$ cat config.mk
export PLATFORM = sky130hd
export DESIGN_NAME = fsa_assigner
export DESIGN_NICKNAME = d
export VERILOG_FILES = /design/src/core/fsa_mem.v /design/src/core/fsa_exchanger.v /design/src/core/fsa_assigner.v
export VERILOG_INCLUDE_DIRS = /design/src /design/src/core
export SDC_FILE = /design/constraint.sdc
export NUM_CORES = 2
export LEC_CHECK = 0
export ABC_AREA = 1
export BUFFER_PORTS_ARGS = -buffer_cell sky130_fd_sc_hd__buf_4
export CAP_MARGIN = 20
export CORE_MARGIN = 8
export CORE_UTILIZATION = 40
export CTS_BUF_LIST = sky130_fd_sc_hd__clkbuf_8
export DETAILED_ROUTE_END_ITERATION = 10
export PLACE_DENSITY_LB_ADDON = 0.1
export SLEW_MARGIN = 10
export SYNTH_ARGS = -nofsm -noshare
export SYNTH_HDL_FRONTEND = slang
export SYNTH_SLANG_ARGS = --single-unit
$ cat constraint.sdc
create_clock -name aclk -period 3.7 [get_ports aclk]
set_clock_uncertainty 0.1 [all_clocks]
set_input_delay 0.555 -clock aclk [delete_from_list [all_inputs] [get_ports aclk]]
set_output_delay 0.555 -clock aclk [all_outputs]
set_load 0.02 [all_outputs]
$ cat src/core/fsa_defines.vh
`ifndef FSA_DEFINES_VH
`define FSA_DEFINES_VH
// ----------------------------------------------------------------
// register indices (byte address = index * 4)
// ----------------------------------------------------------------
`define FSA_IDX_FIRST 8'h0b
`define FSA_IDX_MODE 8'h0d
`define FSA_IDX_FIFO_SEL 8'h0e
`define FSA_IDX_LIST 8'h0f
`define FSA_IDX_SLOT_SEL 8'h10
`define FSA_IDX_STATUS 8'h1c
`define FSA_IDX_SLOT 8'hd0
`define FSA_IDX_CHANNEL 8'hf4
`define FSA_IDX_CHMASK 8'hf5
`define FSA_IDX_NEXT 8'hf7
`define FSA_IDX_CTRL 8'hfa
`define FSA_IDX_SUBCH 8'hfb
// ----------------------------------------------------------------
// field codes and reset values
// ----------------------------------------------------------------
`define FSA_MODE_SEQ 2'h3
`define FSA_FLOW_CROSS 3'h6
`define FSA_ROUTE_AB 2'h2
`define FSA_END_BIT 7
`define FSA_MODE_RST 2'h0
`define FSA_SUBCH_RST 8'h00
`define FSA_LIST_LAST 5'h1f
// ----------------------------------------------------------------
// timing
// ----------------------------------------------------------------
`define FSA_FRAME_NS 125000
`define FSA_CLK_NS 10
`define FSA_FRAME_CYC (`FSA_FRAME_NS / `FSA_CLK_NS)
`endif

$ cat src/core/fsa_mem.v
`timescale 1ns/10ps
`default_nettype none
// 32-word table, one write port, two registered read ports
module fsa_mem #(
  parameter W = 8,
  parameter RST = 0
) (
  input wire aclk,
  input wire we,
  input wire [4:0] waddr,
  input wire [W-1:0] wdata,
  input wire [4:0] raddr_a,
  output reg [W-1:0] rdata_a,
  input wire [4:0] raddr_b,
  output reg [W-1:0] rdata_b
);
  reg [W-1:0] mem [0:31];
  integer k;
  // ------------------------------------------------------------
  // storage and read registers
  // ------------------------------------------------------------
  initial
  begin
    for (k = 0; k < 32; k = k + 1)
      mem[k] = RST[W-1:0];
  end
  // write then registered reads
  always @(posedge aclk)
  begin
    if (we)
      mem[waddr] <= wdata;
    rdata_a <= mem[raddr_a];
    rdata_b <= mem[raddr_b];
  end
endmodule // fsa_mem
`default_nettype wire

$ cat src/core/fsa_exchanger.v
`timescale 1ns/10ps
`default_nettype none
`include "fsa_defines.vh"
// tx-rx exchanger for a pcm to line interface cross connection
module fsa_exchanger (
  input wire aclk,
  input wire aresetn,
  input wire slot_strobe,
  input wire slot_dir,
  input wire [1:0] slot_pin_route,
  input wire cross_ok,
  input wire [7:0] line_rx_data,
  input wire [7:0] serial_data_pin_b,
  output reg [7:0] serial_data_pin_a,
  output reg pin_a_valid,
  output reg [7:0] line_tx_data,
  output reg line_tx_valid,
  output reg [7:0] fifo_rx_data,
  output reg fifo_rx_wr
);
  wire go;
  // framing selection never enters here: always transparent
  assign go = slot_strobe & cross_ok & (slot_pin_route == `FSA_ROUTE_AB);
  // ------------------------------------------------------------
  // direction swap
  // ------------------------------------------------------------
  always @(posedge aclk)
  begin
    if (!aresetn)
    begin
      serial_data_pin_a <= 8'h00;
      pin_a_valid <= 1'b0;
      line_tx_data <= 8'h00;
      line_tx_valid <= 1'b0;
      fifo_rx_data <= 8'h00;
      fifo_rx_wr <= 1'b0;
    end
    else
    begin
      pin_a_valid <= go & ~slot_dir;
      line_tx_valid <= go & slot_dir;
      fifo_rx_wr <= go & ~slot_dir;
      if (go && !slot_dir)
      begin
        serial_data_pin_a <= line_rx_data;
        fifo_rx_data <= line_rx_data;
      end
      if (go && slot_dir)
        line_tx_data <= serial_data_pin_b;
    end
  end
endmodule // fsa_exchanger
`default_nettype wire

$ cat src/core/fsa_assigner.v
// The implementer's own choice: the AXI4-Lite register port.
`timescale 1ns/10ps
`default_nettype none
`include "fsa_defines.vh"
// fifo to switching channel assigner with sequence list walker
module fsa_assigner #(
  parameter FRAME_CYCLES = `FSA_FRAME_CYC
) (
  input wire aclk,
  input wire aresetn,
  input wire [11:0] s_axi_awaddr,
  input wire s_axi_awvalid,
  output wire s_axi_awready,
  input wire [31:0] s_axi_wdata,
  input wire [3:0] s_axi_wstrb,
  input wire s_axi_wvalid,
  output wire s_axi_wready,
  output wire [1:0] s_axi_bresp,
  output reg s_axi_bvalid,
  input wire s_axi_bready,
  input wire [11:0] s_axi_araddr,
  input wire s_axi_arvalid,
  output wire s_axi_arready,
  output reg [31:0] s_axi_rdata,
  output wire [1:0] s_axi_rresp,
  output reg s_axi_rvalid,
  input wire s_axi_rready,
  output reg seq_xfer,
  output reg seq_fifo_dir,
  output reg [3:0] seq_fifo_num,
  output reg seq_chan_dir,
  output reg [3:0] seq_chan,
  output reg [7:0] seq_subch_mask,
  output reg [7:0] seq_chan_mask,
  output reg seq_transparent,
  input wire pcm_slot_strobe,
  input wire [4:0] pcm_slot_idx,
  input wire [7:0] line_rx_data,
  input wire [7:0] serial_data_pin_b,
  output wire [7:0] serial_data_pin_a,
  output wire pin_a_valid,
  output wire [7:0] line_tx_data,
  output wire line_tx_valid,
  output wire [7:0] fifo_rx_data,
  output wire fifo_rx_wr
);
  localparam S_IDLE = 2'h0;
  localparam S_RD = 2'h1;
  localparam S_USE = 2'h2;
  localparam S_MSK = 2'h3;
  // ------------------------------------------------------------
  // configuration registers
  // ------------------------------------------------------------
  reg [1:0] mode_r;
  reg [4:0] fifo_sel_r, list_idx_r, first_r, slot_sel_r, idx_r, cur_r;
  reg [1:0] state_r;
  reg [15:0] frame_cnt_r;
  reg frame_tick_r;
  reg [15:0] xtx_pend_r;
  reg [15:0] xrx_pend_r;
  reg [15:0] cross_ok_r;
  reg aw_ok_r;
  reg w_ok_r;
  reg [7:0] aw_idx_r;
  reg [31:0] w_data_r;
  reg rd_pend_r;
  reg [7:0] ar_idx_r;
  reg slot_stb_r;
  wire seq_mode;
  wire wr_go;
  wire [4:0] list_sel;
  wire [4:0] seq_list_addr;
  wire [4:0] seq_ctrl_addr;
  wire [4:0] b_chan;
  wire [6:0] b_next, b_ctrl, b_slot;
  wire [7:0] b_subch, b_mask;
  wire [4:0] q_chan;
  wire [6:0] q_next, q_ctrl, q_slot;
  wire [7:0] q_subch, q_mask;
  wire q_en, q_cross, q_end;
  wire [15:0] xtx_now, xrx_now;
  wire [4:0] rd_list_sel;

  assign seq_mode = (mode_r == `FSA_MODE_SEQ);
  // channel, next and subchannel arrays follow the list index in sequence mode
  assign list_sel = seq_mode ? list_idx_r : fifo_sel_r;
  assign rd_list_sel = list_sel;
  assign seq_list_addr = idx_r;
  // fifo control is looked up by the fifo being served
  assign seq_ctrl_addr = seq_mode ? cur_r : idx_r;
  assign q_en = (q_ctrl[3:1] != 3'h0);
  assign q_cross = (q_ctrl[6:4] == `FSA_FLOW_CROSS);
  assign q_end = q_next[6];
  // reservations of this walk, the entry being served included
  assign xtx_now = xtx_pend_r |
    ({15'h0000, q_en & q_cross & ~seq_ctrl_addr[0]} << q_chan[4:1]);
  assign xrx_now = xrx_pend_r |
    ({15'h0000, q_en & q_cross & seq_ctrl_addr[0]} << q_chan[4:1]);

  // ------------------------------------------------------------
  // axi4-lite write channel
  // ------------------------------------------------------------
  assign s_axi_awready = ~aw_ok_r & ~s_axi_bvalid;
  assign s_axi_wready = ~w_ok_r & ~s_axi_bvalid;
  assign s_axi_bresp = 2'h0;
  assign wr_go = aw_ok_r & w_ok_r & ~s_axi_bvalid;
  // address and data latch in either order, response after both
  always @(posedge aclk)
  begin
    if (!aresetn)
    begin
      aw_ok_r <= 1'b0;
      w_ok_r <= 1'b0;
      aw_idx_r <= 8'h00;
      w_data_r <= 32'h00000000;
      s_axi_bvalid <= 1'b0;
    end
    else
    begin
      if (s_axi_awvalid && s_axi_awready)
      begin
        aw_ok_r <= 1'b1;
        aw_idx_r <= s_axi_awaddr[9:2];
      end
      if (s_axi_wvalid && s_axi_wready)
      begin
        w_ok_r <= 1'b1;
        w_data_r <= s_axi_wstrb[0] ? s_axi_wdata : 32'h00000000;
      end
      if (wr_go)
      begin
        aw_ok_r <= 1'b0;
        w_ok_r <= 1'b0;
        s_axi_bvalid <= 1'b1;
      end
      else if (s_axi_bvalid && s_axi_bready)
        s_axi_bvalid <= 1'b0;
    end
  end

  // plain registers, the 0x0f index is shared by fifo select and list index
  always @(posedge aclk)
  begin
    if (!aresetn)
    begin
      mode_r <= `FSA_MODE_RST;
      fifo_sel_r <= 5'h00;
      list_idx_r <= 5'h00;
      first_r <= 5'h00;
      slot_sel_r <= 5'h00;
    end
    else if (wr_go)
    begin
      case (aw_idx_r)
        `FSA_IDX_MODE: mode_r <= w_data_r[1:0];
        `FSA_IDX_FIRST: first_r <= w_data_r[4:0];
        `FSA_IDX_FIFO_SEL: fifo_sel_r <= w_data_r[4:0];
        `FSA_IDX_SLOT_SEL: slot_sel_r <= w_data_r[4:0];
        `FSA_IDX_LIST:
        begin
          if (seq_mode)
            list_idx_r <= w_data_r[4:0];
          else
            fifo_sel_r <= w_data_r[4:0];
        end
        default: mode_r <= mode_r;
      endcase
    end
  end

  // ------------------------------------------------------------
  // axi4-lite read channel, two cycles through the tables
  // ------------------------------------------------------------
  assign s_axi_arready = ~rd_pend_r & ~s_axi_rvalid;
  assign s_axi_rresp = 2'h0;
  always @(posedge aclk)
  begin
    if (!aresetn)
    begin
      rd_pend_r <= 1'b0;
      ar_idx_r <= 8'h00;
      s_axi_rvalid <= 1'b0;
      s_axi_rdata <= 32'h00000000;
    end
    else
    begin
      if (s_axi_arvalid && s_axi_arready)
      begin
        rd_pend_r <= 1'b1;
        ar_idx_r <= s_axi_araddr[9:2];
      end
      if (rd_pend_r)
      begin
        rd_pend_r <= 1'b0;
        s_axi_rvalid <= 1'b1;
        case (ar_idx_r)
          `FSA_IDX_MODE: s_axi_rdata <= {30'h0, mode_r};
          `FSA_IDX_FIRST: s_axi_rdata <= {27'h0, first_r};
          `FSA_IDX_FIFO_SEL: s_axi_rdata <= {27'h0, fifo_sel_r};
          `FSA_IDX_SLOT_SEL: s_axi_rdata <= {27'h0, slot_sel_r};
          `FSA_IDX_STATUS: s_axi_rdata <= {22'h0, state_r, 3'h0, idx_r};
          `FSA_IDX_CHANNEL: s_axi_rdata <= {27'h0, b_chan};
          `FSA_IDX_NEXT: s_axi_rdata <= {24'h0, b_next[6], 2'h0, b_next[4:0]};
          `FSA_IDX_SUBCH: s_axi_rdata <= {24'h0, b_subch};
          `FSA_IDX_CTRL: s_axi_rdata <= {24'h0, b_ctrl[6:4], 1'b0, b_ctrl[3:0]};
          `FSA_IDX_CHMASK: s_axi_rdata <= {24'h0, b_mask};
          `FSA_IDX_SLOT: s_axi_rdata <= {24'h0, b_slot[6:5], 1'b0, b_slot[4:0]};
          default: s_axi_rdata <= 32'h00000000;
        endcase
      end
      else if (s_axi_rvalid && s_axi_rready)
        s_axi_rvalid <= 1'b0;
    end
  end

  // ------------------------------------------------------------
  // tables
  // ------------------------------------------------------------
  // channel assignment per list entry: {ch[3:0], dir}
  fsa_mem #(.W(5), .RST(0)) u_chan (
    .aclk(aclk), .we(wr_go && aw_idx_r == `FSA_IDX_CHANNEL), .waddr(list_sel),
    .wdata(w_data_r[4:0]), .raddr_a(rd_list_sel), .rdata_a(b_chan),
    .raddr_b(seq_list_addr), .rdata_b(q_chan)
  );
  // next fifo per list entry: {end, pad, num[3:0], dir}
  fsa_mem #(.W(7), .RST(0)) u_next (
    .aclk(aclk), .we(wr_go && aw_idx_r == `FSA_IDX_NEXT), .waddr(list_sel),
    .wdata({w_data_r[`FSA_END_BIT], 1'b0, w_data_r[4:0]}),
    .raddr_a(rd_list_sel), .rdata_a(b_next), .raddr_b(seq_list_addr), .rdata_b(q_next)
  );
  // subchannel mask per list entry
  fsa_mem #(.W(8), .RST(`FSA_SUBCH_RST)) u_subch (
    .aclk(aclk), .we(wr_go && aw_idx_r == `FSA_IDX_SUBCH), .waddr(list_sel),
    .wdata(w_data_r[7:0]), .raddr_a(rd_list_sel), .rdata_a(b_subch),
    .raddr_b(seq_list_addr), .rdata_b(q_subch)
  );
  // fifo control, written and read back by fifo select, walked by the fifo served: {flow[2:0], enable[2:0], framing}
  fsa_mem #(.W(7), .RST(0)) u_ctrl (
    .aclk(aclk), .we(wr_go && aw_idx_r == `FSA_IDX_CTRL), .waddr(fifo_sel_r),
    .wdata({w_data_r[7:5], w_data_r[3:0]}), .raddr_a(fifo_sel_r), .rdata_a(b_ctrl),
    .raddr_b(seq_ctrl_addr), .rdata_b(q_ctrl)
  );
  // channel mask per switching channel, written while fifo select holds the channel
  fsa_mem #(.W(8), .RST(0)) u_mask (
    .aclk(aclk), .we(wr_go && aw_idx_r == `FSA_IDX_CHMASK), .waddr(fifo_sel_r),
    .wdata(w_data_r[7:0]), .raddr_a(fifo_sel_r), .rdata_a(b_mask),
    .raddr_b(q_chan), .rdata_b(q_mask)
  );
  // slot configuration: {route[1:0], ch[3:0], dir}
  fsa_mem #(.W(7), .RST(0)) u_slot (
    .aclk(aclk), .we(wr_go && aw_idx_r == `FSA_IDX_SLOT), .waddr(slot_sel_r),
    .wdata({w_data_r[7:6], w_data_r[4:0]}), .raddr_a(slot_sel_r), .rdata_a(b_slot),
    .raddr_b(pcm_slot_idx), .rdata_b(q_slot)
  );

  // ------------------------------------------------------------
  // frame timer
  // ------------------------------------------------------------
  always @(posedge aclk)
  begin
    if (!aresetn)
    begin
      frame_cnt_r <= 16'h0000;
      frame_tick_r <= 1'b0;
    end
    else
    begin
      frame_tick_r <= (frame_cnt_r == FRAME_CYCLES[15:0] - 16'h0001);
      if (frame_cnt_r == FRAME_CYCLES[15:0] - 16'h0001)
        frame_cnt_r <= 16'h0000;
      else
        frame_cnt_r <= frame_cnt_r + 16'h0001;
    end
  end

  // ------------------------------------------------------------
  // list walker: one entry per three cycles, once per frame
  // ------------------------------------------------------------
  always @(posedge aclk)
  begin
    if (!aresetn)
    begin
      state_r <= S_IDLE;
      idx_r <= 5'h00;
      cur_r <= 5'h00;
      seq_xfer <= 1'b0;
      seq_fifo_dir <= 1'b0;
      seq_fifo_num <= 4'h0;
      seq_chan_dir <= 1'b0;
      seq_chan <= 4'h0;
      seq_subch_mask <= 8'h00;
      seq_chan_mask <= 8'h00;
      seq_transparent <= 1'b0;
      xtx_pend_r <= 16'h0000;
      xrx_pend_r <= 16'h0000;
      cross_ok_r <= 16'h0000;
    end
    else
    begin
      seq_xfer <= 1'b0;
      case (state_r)
        S_IDLE:
        begin
          if (frame_tick_r)
          begin
            idx_r <= 5'h00;
            cur_r <= first_r;
            state_r <= S_RD;
          end
        end
        S_RD: state_r <= S_MSK;
        // entry channel is known now, its mask is looked up
        S_MSK: state_r <= S_USE;
        S_USE:
        begin
          // disabled fifos move no data
          seq_xfer <= q_en;
          seq_fifo_dir <= seq_ctrl_addr[0];
          seq_fifo_num <= seq_ctrl_addr[4:1];
          seq_chan_dir <= q_chan[0];
          seq_chan <= q_chan[4:1];
          seq_subch_mask <= q_subch;
          seq_chan_mask <= q_mask;
          seq_transparent <= q_ctrl[0];
          xtx_pend_r <= xtx_now;
          xrx_pend_r <= xrx_now;
          cur_r <= q_next[4:0];
          idx_r <= idx_r + 5'h01;
          if ((seq_mode && q_end) || idx_r == `FSA_LIST_LAST)
          begin
            // both reserved fifos must be enabled for the cross path
            cross_ok_r <= xtx_now & xrx_now;
            xtx_pend_r <= 16'h0000;
            xrx_pend_r <= 16'h0000;
            state_r <= S_IDLE;
          end
          else
            state_r <= S_RD;
        end
        default: state_r <= S_IDLE;
      endcase
    end
  end

  // ------------------------------------------------------------
  // cross connection between pcm slots and the line interface
  // ------------------------------------------------------------
  // slot table read takes one cycle, strobe delayed to match
  always @(posedge aclk)
  begin
    if (!aresetn)
      slot_stb_r <= 1'b0;
    else
      slot_stb_r <= pcm_slot_strobe;
  end

  fsa_exchanger u_xchg (
    .aclk(aclk), .aresetn(aresetn), .slot_strobe(slot_stb_r), .slot_dir(q_slot[0]),
    .slot_pin_route(q_slot[6:5]), .cross_ok(cross_ok_r[q_slot[4:1]]),
    .line_rx_data(line_rx_data), .serial_data_pin_b(serial_data_pin_b),
    .serial_data_pin_a(serial_data_pin_a), .pin_a_valid(pin_a_valid),
    .line_tx_data(line_tx_data), .line_tx_valid(line_tx_valid),
    .fifo_rx_data(fifo_rx_data), .fifo_rx_wr(fifo_rx_wr)
  );
endmodule // fsa_assigner
`default_nettype wire

== After elaboration in Yosys (flattened, before gate mapping) ==
Memory sizes are Yosys's and may differ from the RTL's. A register that Yosys moved wholly into a read port is not among the register bits.
Cells that the tools add are included.

* $add $sub $neg: 2
* Magnitude comparators: 1
* Equal/unequal tests: 32
* Shift operators: 2
* Muxes and demuxes: 34
* Bitwise logic cells: 23
* Reduce and logical (&&, ||, !) cells: 33

{| class="wikitable"
|+ Operators with widths
! operator !! number
|-
| one-hot mux 10 bit (11 select lines) || 1
|-
| == test 8 bit (second input constant) || 12
|-
| == test 8 x 4 -> 1 bit (second input constant) || 7
|-
| 2-to-1 mux 16 bit || 2
|-
| OR 16 bit || 2
|-
| << shifter 1 x 4 -> 16 bit || 2
|-
| one-hot mux 5 bit (2 select lines) || 3
|-
| 2-to-1 mux 5 bit || 5
|-
| == test 8 x 5 -> 1 bit (second input constant) || 3
|-
| 2-to-1 mux 1 bit || 19
|-
| adder 16 x 1 -> 16 bit (second input constant) || 1
|-
| AND 16 bit || 1
|-
| == test 16 x 14 -> 1 bit (second input constant) || 1
|-
| logical AND 1 bit || 14
|-
| AND 1 bit || 12
|-
| AND reduction 2 bit || 6
|-
| == test 2 bit (second input constant) || 4
|-
| 2-to-1 mux 8 bit || 1
|-
| inverter 1 bit || 8
|-
| one-hot mux 2 bit (4 select lines) || 1
|-
| nonzero test 2 bit || 4
|-
| AND reduction 3 bit || 2
|-
| OR reduction 2 bit || 3
|-
| adder 5 x 1 -> 5 bit (second input constant) || 1
|-
| other kinds (11) || 12
|}

* Register bits: 207
* RAM bits: 1312
* Logic and storage cells: 168
* Memories kept: 6

{| class="wikitable"
|+ Memories
! memory !! depth !! width !! read ports !! clocked after memory_dff !! write ports !! RTL line !! RTL
|-
| u_mask.mem || 32 || 8 || 2 || 2 || 1 || fsa_mem.v:17 || <nowiki>reg [W-1:0] mem [0:31];</nowiki>
|-
| u_subch.mem || 32 || 8 || 2 || 2 || 1 || fsa_mem.v:17 ||
|-
| u_ctrl.mem || 32 || 7 || 2 || 2 || 1 || fsa_mem.v:17 ||
|-
| u_slot.mem || 32 || 7 || 2 || 2 || 1 || fsa_mem.v:17 ||
|-
| u_next.mem || 32 || 6 || 2 || 2 || 1 || fsa_mem.v:17 ||
|-
| u_chan.mem || 32 || 5 || 2 || 2 || 1 || fsa_mem.v:17 ||
|}

== Logic depth before layout (Yosys ltp) ==
* Depth in word-level cells: 7
* Gate-level depth with buffers: 15

== By module ==
A second synthesis with hierarchy kept.

* Cells, all modules: 9370
* Area, all modules: 80542.2 sq um

{| class="wikitable"
|+ By module, submodules not included
! module !! times used !! cells each !! area an instance (sq um) !! sequential area each (sq um)
|-
| fsa_mem at u_ctrl ... || 3 || 1353 || 11915.2 || 7006.7
|-
| fsa_mem at u_mask ... || 2 || 1539 || 13660.6 || 8007.7
|-
| fsa_mem at u_chan || 1 || 981 || 8592.0 || 5004.8
|-
| fsa_assigner || 1 || 1096 || 7828.8 || 3343.2
|-
| fsa_exchanger || 1 || 156 || 1054.8 || 360.3
|}

== Worst setup path before layout ==
Ideal clock, no wire load.

* Kind: register -> register
* Start point: register w_data_r[2]
* End point: memory u_chan.mem[0][2], data pin
* Arrival time: 2669 ps
* Setup slack: 228 ps
* Stages on the path, launching flop included: 1
* Buffers on the path: 0
* Cell sequence: dfxtp_1

{| class="wikitable"
|+ RTL lines
! element !! RTL line !! RTL
|-
| from (decl) || fsa_assigner.v:65 || <nowiki>reg [31:0] w_data_r;</nowiki>
|-
| from (signal assigned) || fsa_assigner.v:128 || <nowiki>w_data_r <= s_axi_wstrb[0] ? s_axi_wdata : 32'h00000000;</nowiki>
|-
| to (decl) || fsa_mem.v:17 ||
|}

Straight into the memory's write port.

== Final worst setup path ==
* Start point: register mode_r[0]
* End point: memory u_subch.mem[22][2] (enable)

* Longest elaborated chain between the ends: 2

{| class="wikitable"
|+ RTL lines
! element !! RTL line !! RTL
|-
| from (decl) || fsa_assigner.v:54 || <nowiki>reg [1:0] mode_r;</nowiki>
|-
| from (signal assigned) || fsa_assigner.v:146 || <nowiki>mode_r <= `FSA_MODE_RST;</nowiki>
|-
| from (signal assigned) || fsa_assigner.v:155 || <nowiki>`FSA_IDX_MODE: mode_r <= w_data_r[1:0];</nowiki>
|-
| from (signal assigned) || fsa_assigner.v:166 || <nowiki>default: mode_r <= mode_r;</nowiki>
|-
| == test 2 bit (no source line) || n/a ||
|-
| 2-to-1 mux 5 bit || fsa_assigner.v:86 || <nowiki>assign list_sel = seq_mode ? list_idx_r : fifo_sel_r;</nowiki>
|-
| to (decl) || fsa_mem.v:17 ||
|}

No other way between the ends.

==> flow_metrics.env <==
export IMPL_grt_overflow=0
export IMPL_nets=8542
export IMPL_cts_sinks=1579
export IMPL_swShare_pct=22.8
export IMPL_fmax_mhz=287
export IMPL_clk_pin_slew_ns=0.06
export IMPL_timing_final_crit_share_pct=94.0
export IMPL_coreArea_um2=187000
export IMPL_p_leak_nw=33.2
export IMPL_clk_path_buf_depth=4
export IMPL_row_count=159
export IMPL_grt_pass1_wl_um=397000
export IMPL_endpoint_kind="register"
export IMPL_dp_hpwl_um=166000
export IMPL_total_power_mw=36.5
export IMPL_grt_max_degree=151
export IMPL_arrival_ns=4.11
export IMPL_die_area_um2=202000
export IMPL_dr_first_iter_drc_count=6998
export IMPL_worst_pin_slew_ns=1.02
export IMPL_power_per_cell_area_nw_per_um2=423
export IMPL_avgSynthCellArea_um2=9.18
export IMPL_io_pins=185
export IMPL_htreeDepth=5
export IMPL_syn_area_um2=75100
export IMPL_start_kind="register"
export IMPL_synth_warnings=0
export IMPL_die_height_um=449
export IMPL_cp_common_cell="nand2_1"
export IMPL_clock_root_buffer="clkbuf_8"
export IMPL_crit_path_max_incr_delay_ns=0.56
export IMPL_route_vias_total=63193
export IMPL_async_reset_ff_share_pct=0
export IMPL_via_per_inst=5.66
export IMPL_grt_pass1_vias=59987
export IMPL_post_cts_buffers=0
export IMPL_crit_fanout=13
export IMPL_required_ns=4.33
export IMPL_yosysTopAreaCell="edfxtp_1"
export IMPL_synth_ff_type="edfxtp_1"
export IMPL_relSlewSlack_pct=31.8
export IMPL_crit_start="mode_r[0]"
export IMPL_die_w_um=449
export IMPL_hold_path_class="input pin to register"
export IMPL_status="completed"
export IMPL_synth_cell_types=45
export IMPL_clock_latency_ns=1.05
export IMPL_yosysSeqAreaShare_pct=59.6
export IMPL_area_delta_synth_final_pct=14.9
export IMPL_synth_cells=8186
export IMPL_dr_pass1_iters=6
export IMPL_grt_setup_unrepaired="no"
export IMPL_hold_viol_final=0
export IMPL_drive_above_1_share_pct=11.0
export IMPL_synth_edf_count=1312
export IMPL_hp_start="s_axi_arvalid"
export IMPL_cp_slowest_cell="o21ai_4"
export IMPL_p_seq_share_pct=53.3
export IMPL_ys_seq_elements=1579
export IMPL_drt_total_wl_um=272000
export IMPL_cts_buffers=300
export IMPL_path_class="register to register"
export IMPL_maxCapViolations=0
export IMPL_antenna_found_initial=16
export IMPL_p_switching_mw=8.30
export IMPL_r2r_setup_slack_ns=0.22
export IMPL_intPower_mw=28.2
export IMPL_layout_min_cycle_time_ns=3.48
export IMPL_clkPwrFrac_pct=44.2
export IMPL_drv_slew=0
export IMPL_yosysTopAreaCellShare_pct=52.4
export IMPL_drt_antenna_violating_nets=0
export IMPL_fillCellCount=17843
export IMPL_wire_per_inst_um=24.3
export IMPL_ctsResizeCount=0
export IMPL_synth_top_cells_by_area="edfxtp_1 52%, nand2_1 10%, dfxtp_1 7.1%"
export IMPL_numPortBuffers=123
export IMPL_regToRegStartpoint="mode_r[0]"
export IMPL_fin_tns_setup_ns=0
export IMPL_comb_power_share_pct=2.5
export IMPL_finalSetupViolCount=0
export IMPL_worst_hold_slack_ns=0.101
export IMPL_grt_util_all_layers_pct=25.7
export IMPL_globalplace_congestion=0.862
export IMPL_drc=0
export IMPL_start_util_pct=40.1
export IMPL_vdd_drop_max_uv=270
export IMPL_tritoncts="yes"
export IMPL_path_cells="nand2_1 > o21ai_4 > inv_4 > nor2_2 > nand2_1 > nor2_1 > buf_4"
==> critical path: cells and delay by family, from the launching register on <==
family          cells  cell delay [ns]
flops               1             0.38
simple gates        4             1.72
compound gates      1             0.56
buf+inv             2             0.39
==> kinds of logic (layout without fill, tap and decap cells) <==
| group | after synthesis | after routing | share of synthesized area (%) |
|---|---|---|---|
| xor gates and xnor gates | 1 | 1 | 0.0117 |
| AOI/OAI and AO/OA | 1670 | 1670 | 13.4 |
| buffers and inverters | 1146 | 1598 | 6.13 |
| adders and majority gates | 3 | 3 | 0.0500 |
| DFF | 1579 | 1579 | 59.6 |
| other | 1 | 36 | 0.00499 |
| and+or+nand+nor | 3786 | 3786 | 20.8 |
==> what timing repair did <==
item,CTS,global route
endpoints found under the setup margin,0,0
endpoints found under the hold margin,84,0
hold buffers,74,0
==> power by group through the flow <==
stage          combinational (mW)  clock (mW)  sequential (mW)
3_5_place_dp                0.850           0             19.8
3_3_place_gp                0.841           0             19.8
2_1_floorplan               0.405           0             19.9
5_1_grt                     0.998        17.2             19.4
6_report                    0.925        16.1             19.4
4_1_cts                     0.924        16.5             19.4
==> cell usage after synthesis, drive strengths merged, types with 57 or more instances <==
cell type and count:
a21oi 274, a22oi 182, buf 226, clkbuf 388, dfxtp 267, edfxtp 1312, inv 528, nand2 2067
nand3 713, nand4 63, nor2 772, nor3 110, o211ai 114, o21ai 725, o21bai 57, o221ai 153
o22ai 107
==> final timing paths <==
kind	end	cells past startpoint
setup / recovery	u_subch.mem[22][2]	7
hold / removal	rd_pend_r	3
setup reg to reg	u_subch.mem[22][2]	7
hold reg to reg	xtx_pend_r[7]	2
==> per-stage QoR <==
stage | util, % | instances | instance area (µm²) | worst slack (ns)
final | 46.1 | 11168 | 86300 | 0.221
after global routing | 46.1 | 11165 | 86300 | 0.157
after CTS | 46.1 | 11158 | 86300 | 0.317
after detailed placement | 42.8 | 10569 | 80100 | 0.348
after global placement | 42.8 | 10567 | 80100 | 0.347
after floorplan | - | 8211 | 75200 | 0.228
==> cell usage in the layout (no fill, tap or decap), types with 7 or more instances in the layout <==
| cell | count |
|---|---|
| nand2_1 | 2063 |
| edfxtp_1 | 1312 |
| nor2_1 | 757 |
| o21ai_0 | 715 |
| nand3_1 | 712 |
| inv_1 | 605 |
| buf_4 | 432 |
| clkbuf_8 | 327 |
| a21oi_1 | 274 |
| dfxtp_1 | 250 |
| a22oi_1 | 182 |
| o221ai_1 | 153 |
| o211ai_1 | 114 |
| o22ai_1 | 107 |
| nor3_1 | 99 |
| dlygate4sd3_1 | 74 |
| nand4_1 | 63 |
| o21bai_1 | 57 |
| clkinv_1 | 49 |
| buf_12 | 43 |
| clkinv_2 | 36 |
| a31oi_1 | 35 |
| or2_2 | 32 |
| conb_1 | 26 |
| inv_2 | 16 |
| and2_1 | 14 |
| dfxtp_4 | 12 |
| a211oi_1 | 11 |
| diode_2 | 10 |
| o21a_1 | 9 |
| nor3_4 | 8 |
| nor2_2 | 8 |
| bufinv_16 | 8 |
| nor2_4 | 7 |
==> per-layer routing <==
metal	vias up	wire length [µm]	share of wire, %	GRT usage [%]
met4	4	10700	3.9	10.3
met1	30623	113000	42	34.9
met2	3034	126000	46	41.1
li1	28985	-	-	-
met5	-	34	0.013	0
met3	547	22200	8.2	4.21
==> registers in the layout, summed over array words and instances (netlist names), 160 cells and up <==
register	count
u_chan.mem	160
u_ctrl.mem	224
u_mask.mem	256
u_next.mem	192
u_slot.mem	224
u_subch.mem	256
==> final cells by class <==
cell class	instances	area [µm²]	area share (%)
sequential	1579	44800	51.9
multi-input combinational	5486	26000	30.1
timing repair buffer	551	4850	5.63
clock buffer	327	4500	5.22
tap	2495	3120	3.62
inverter	532	2020	2.34
clock inverter	188	965	1.12
antenna	10	25.0	0.0290
Power figures use the tool's default switching activity.
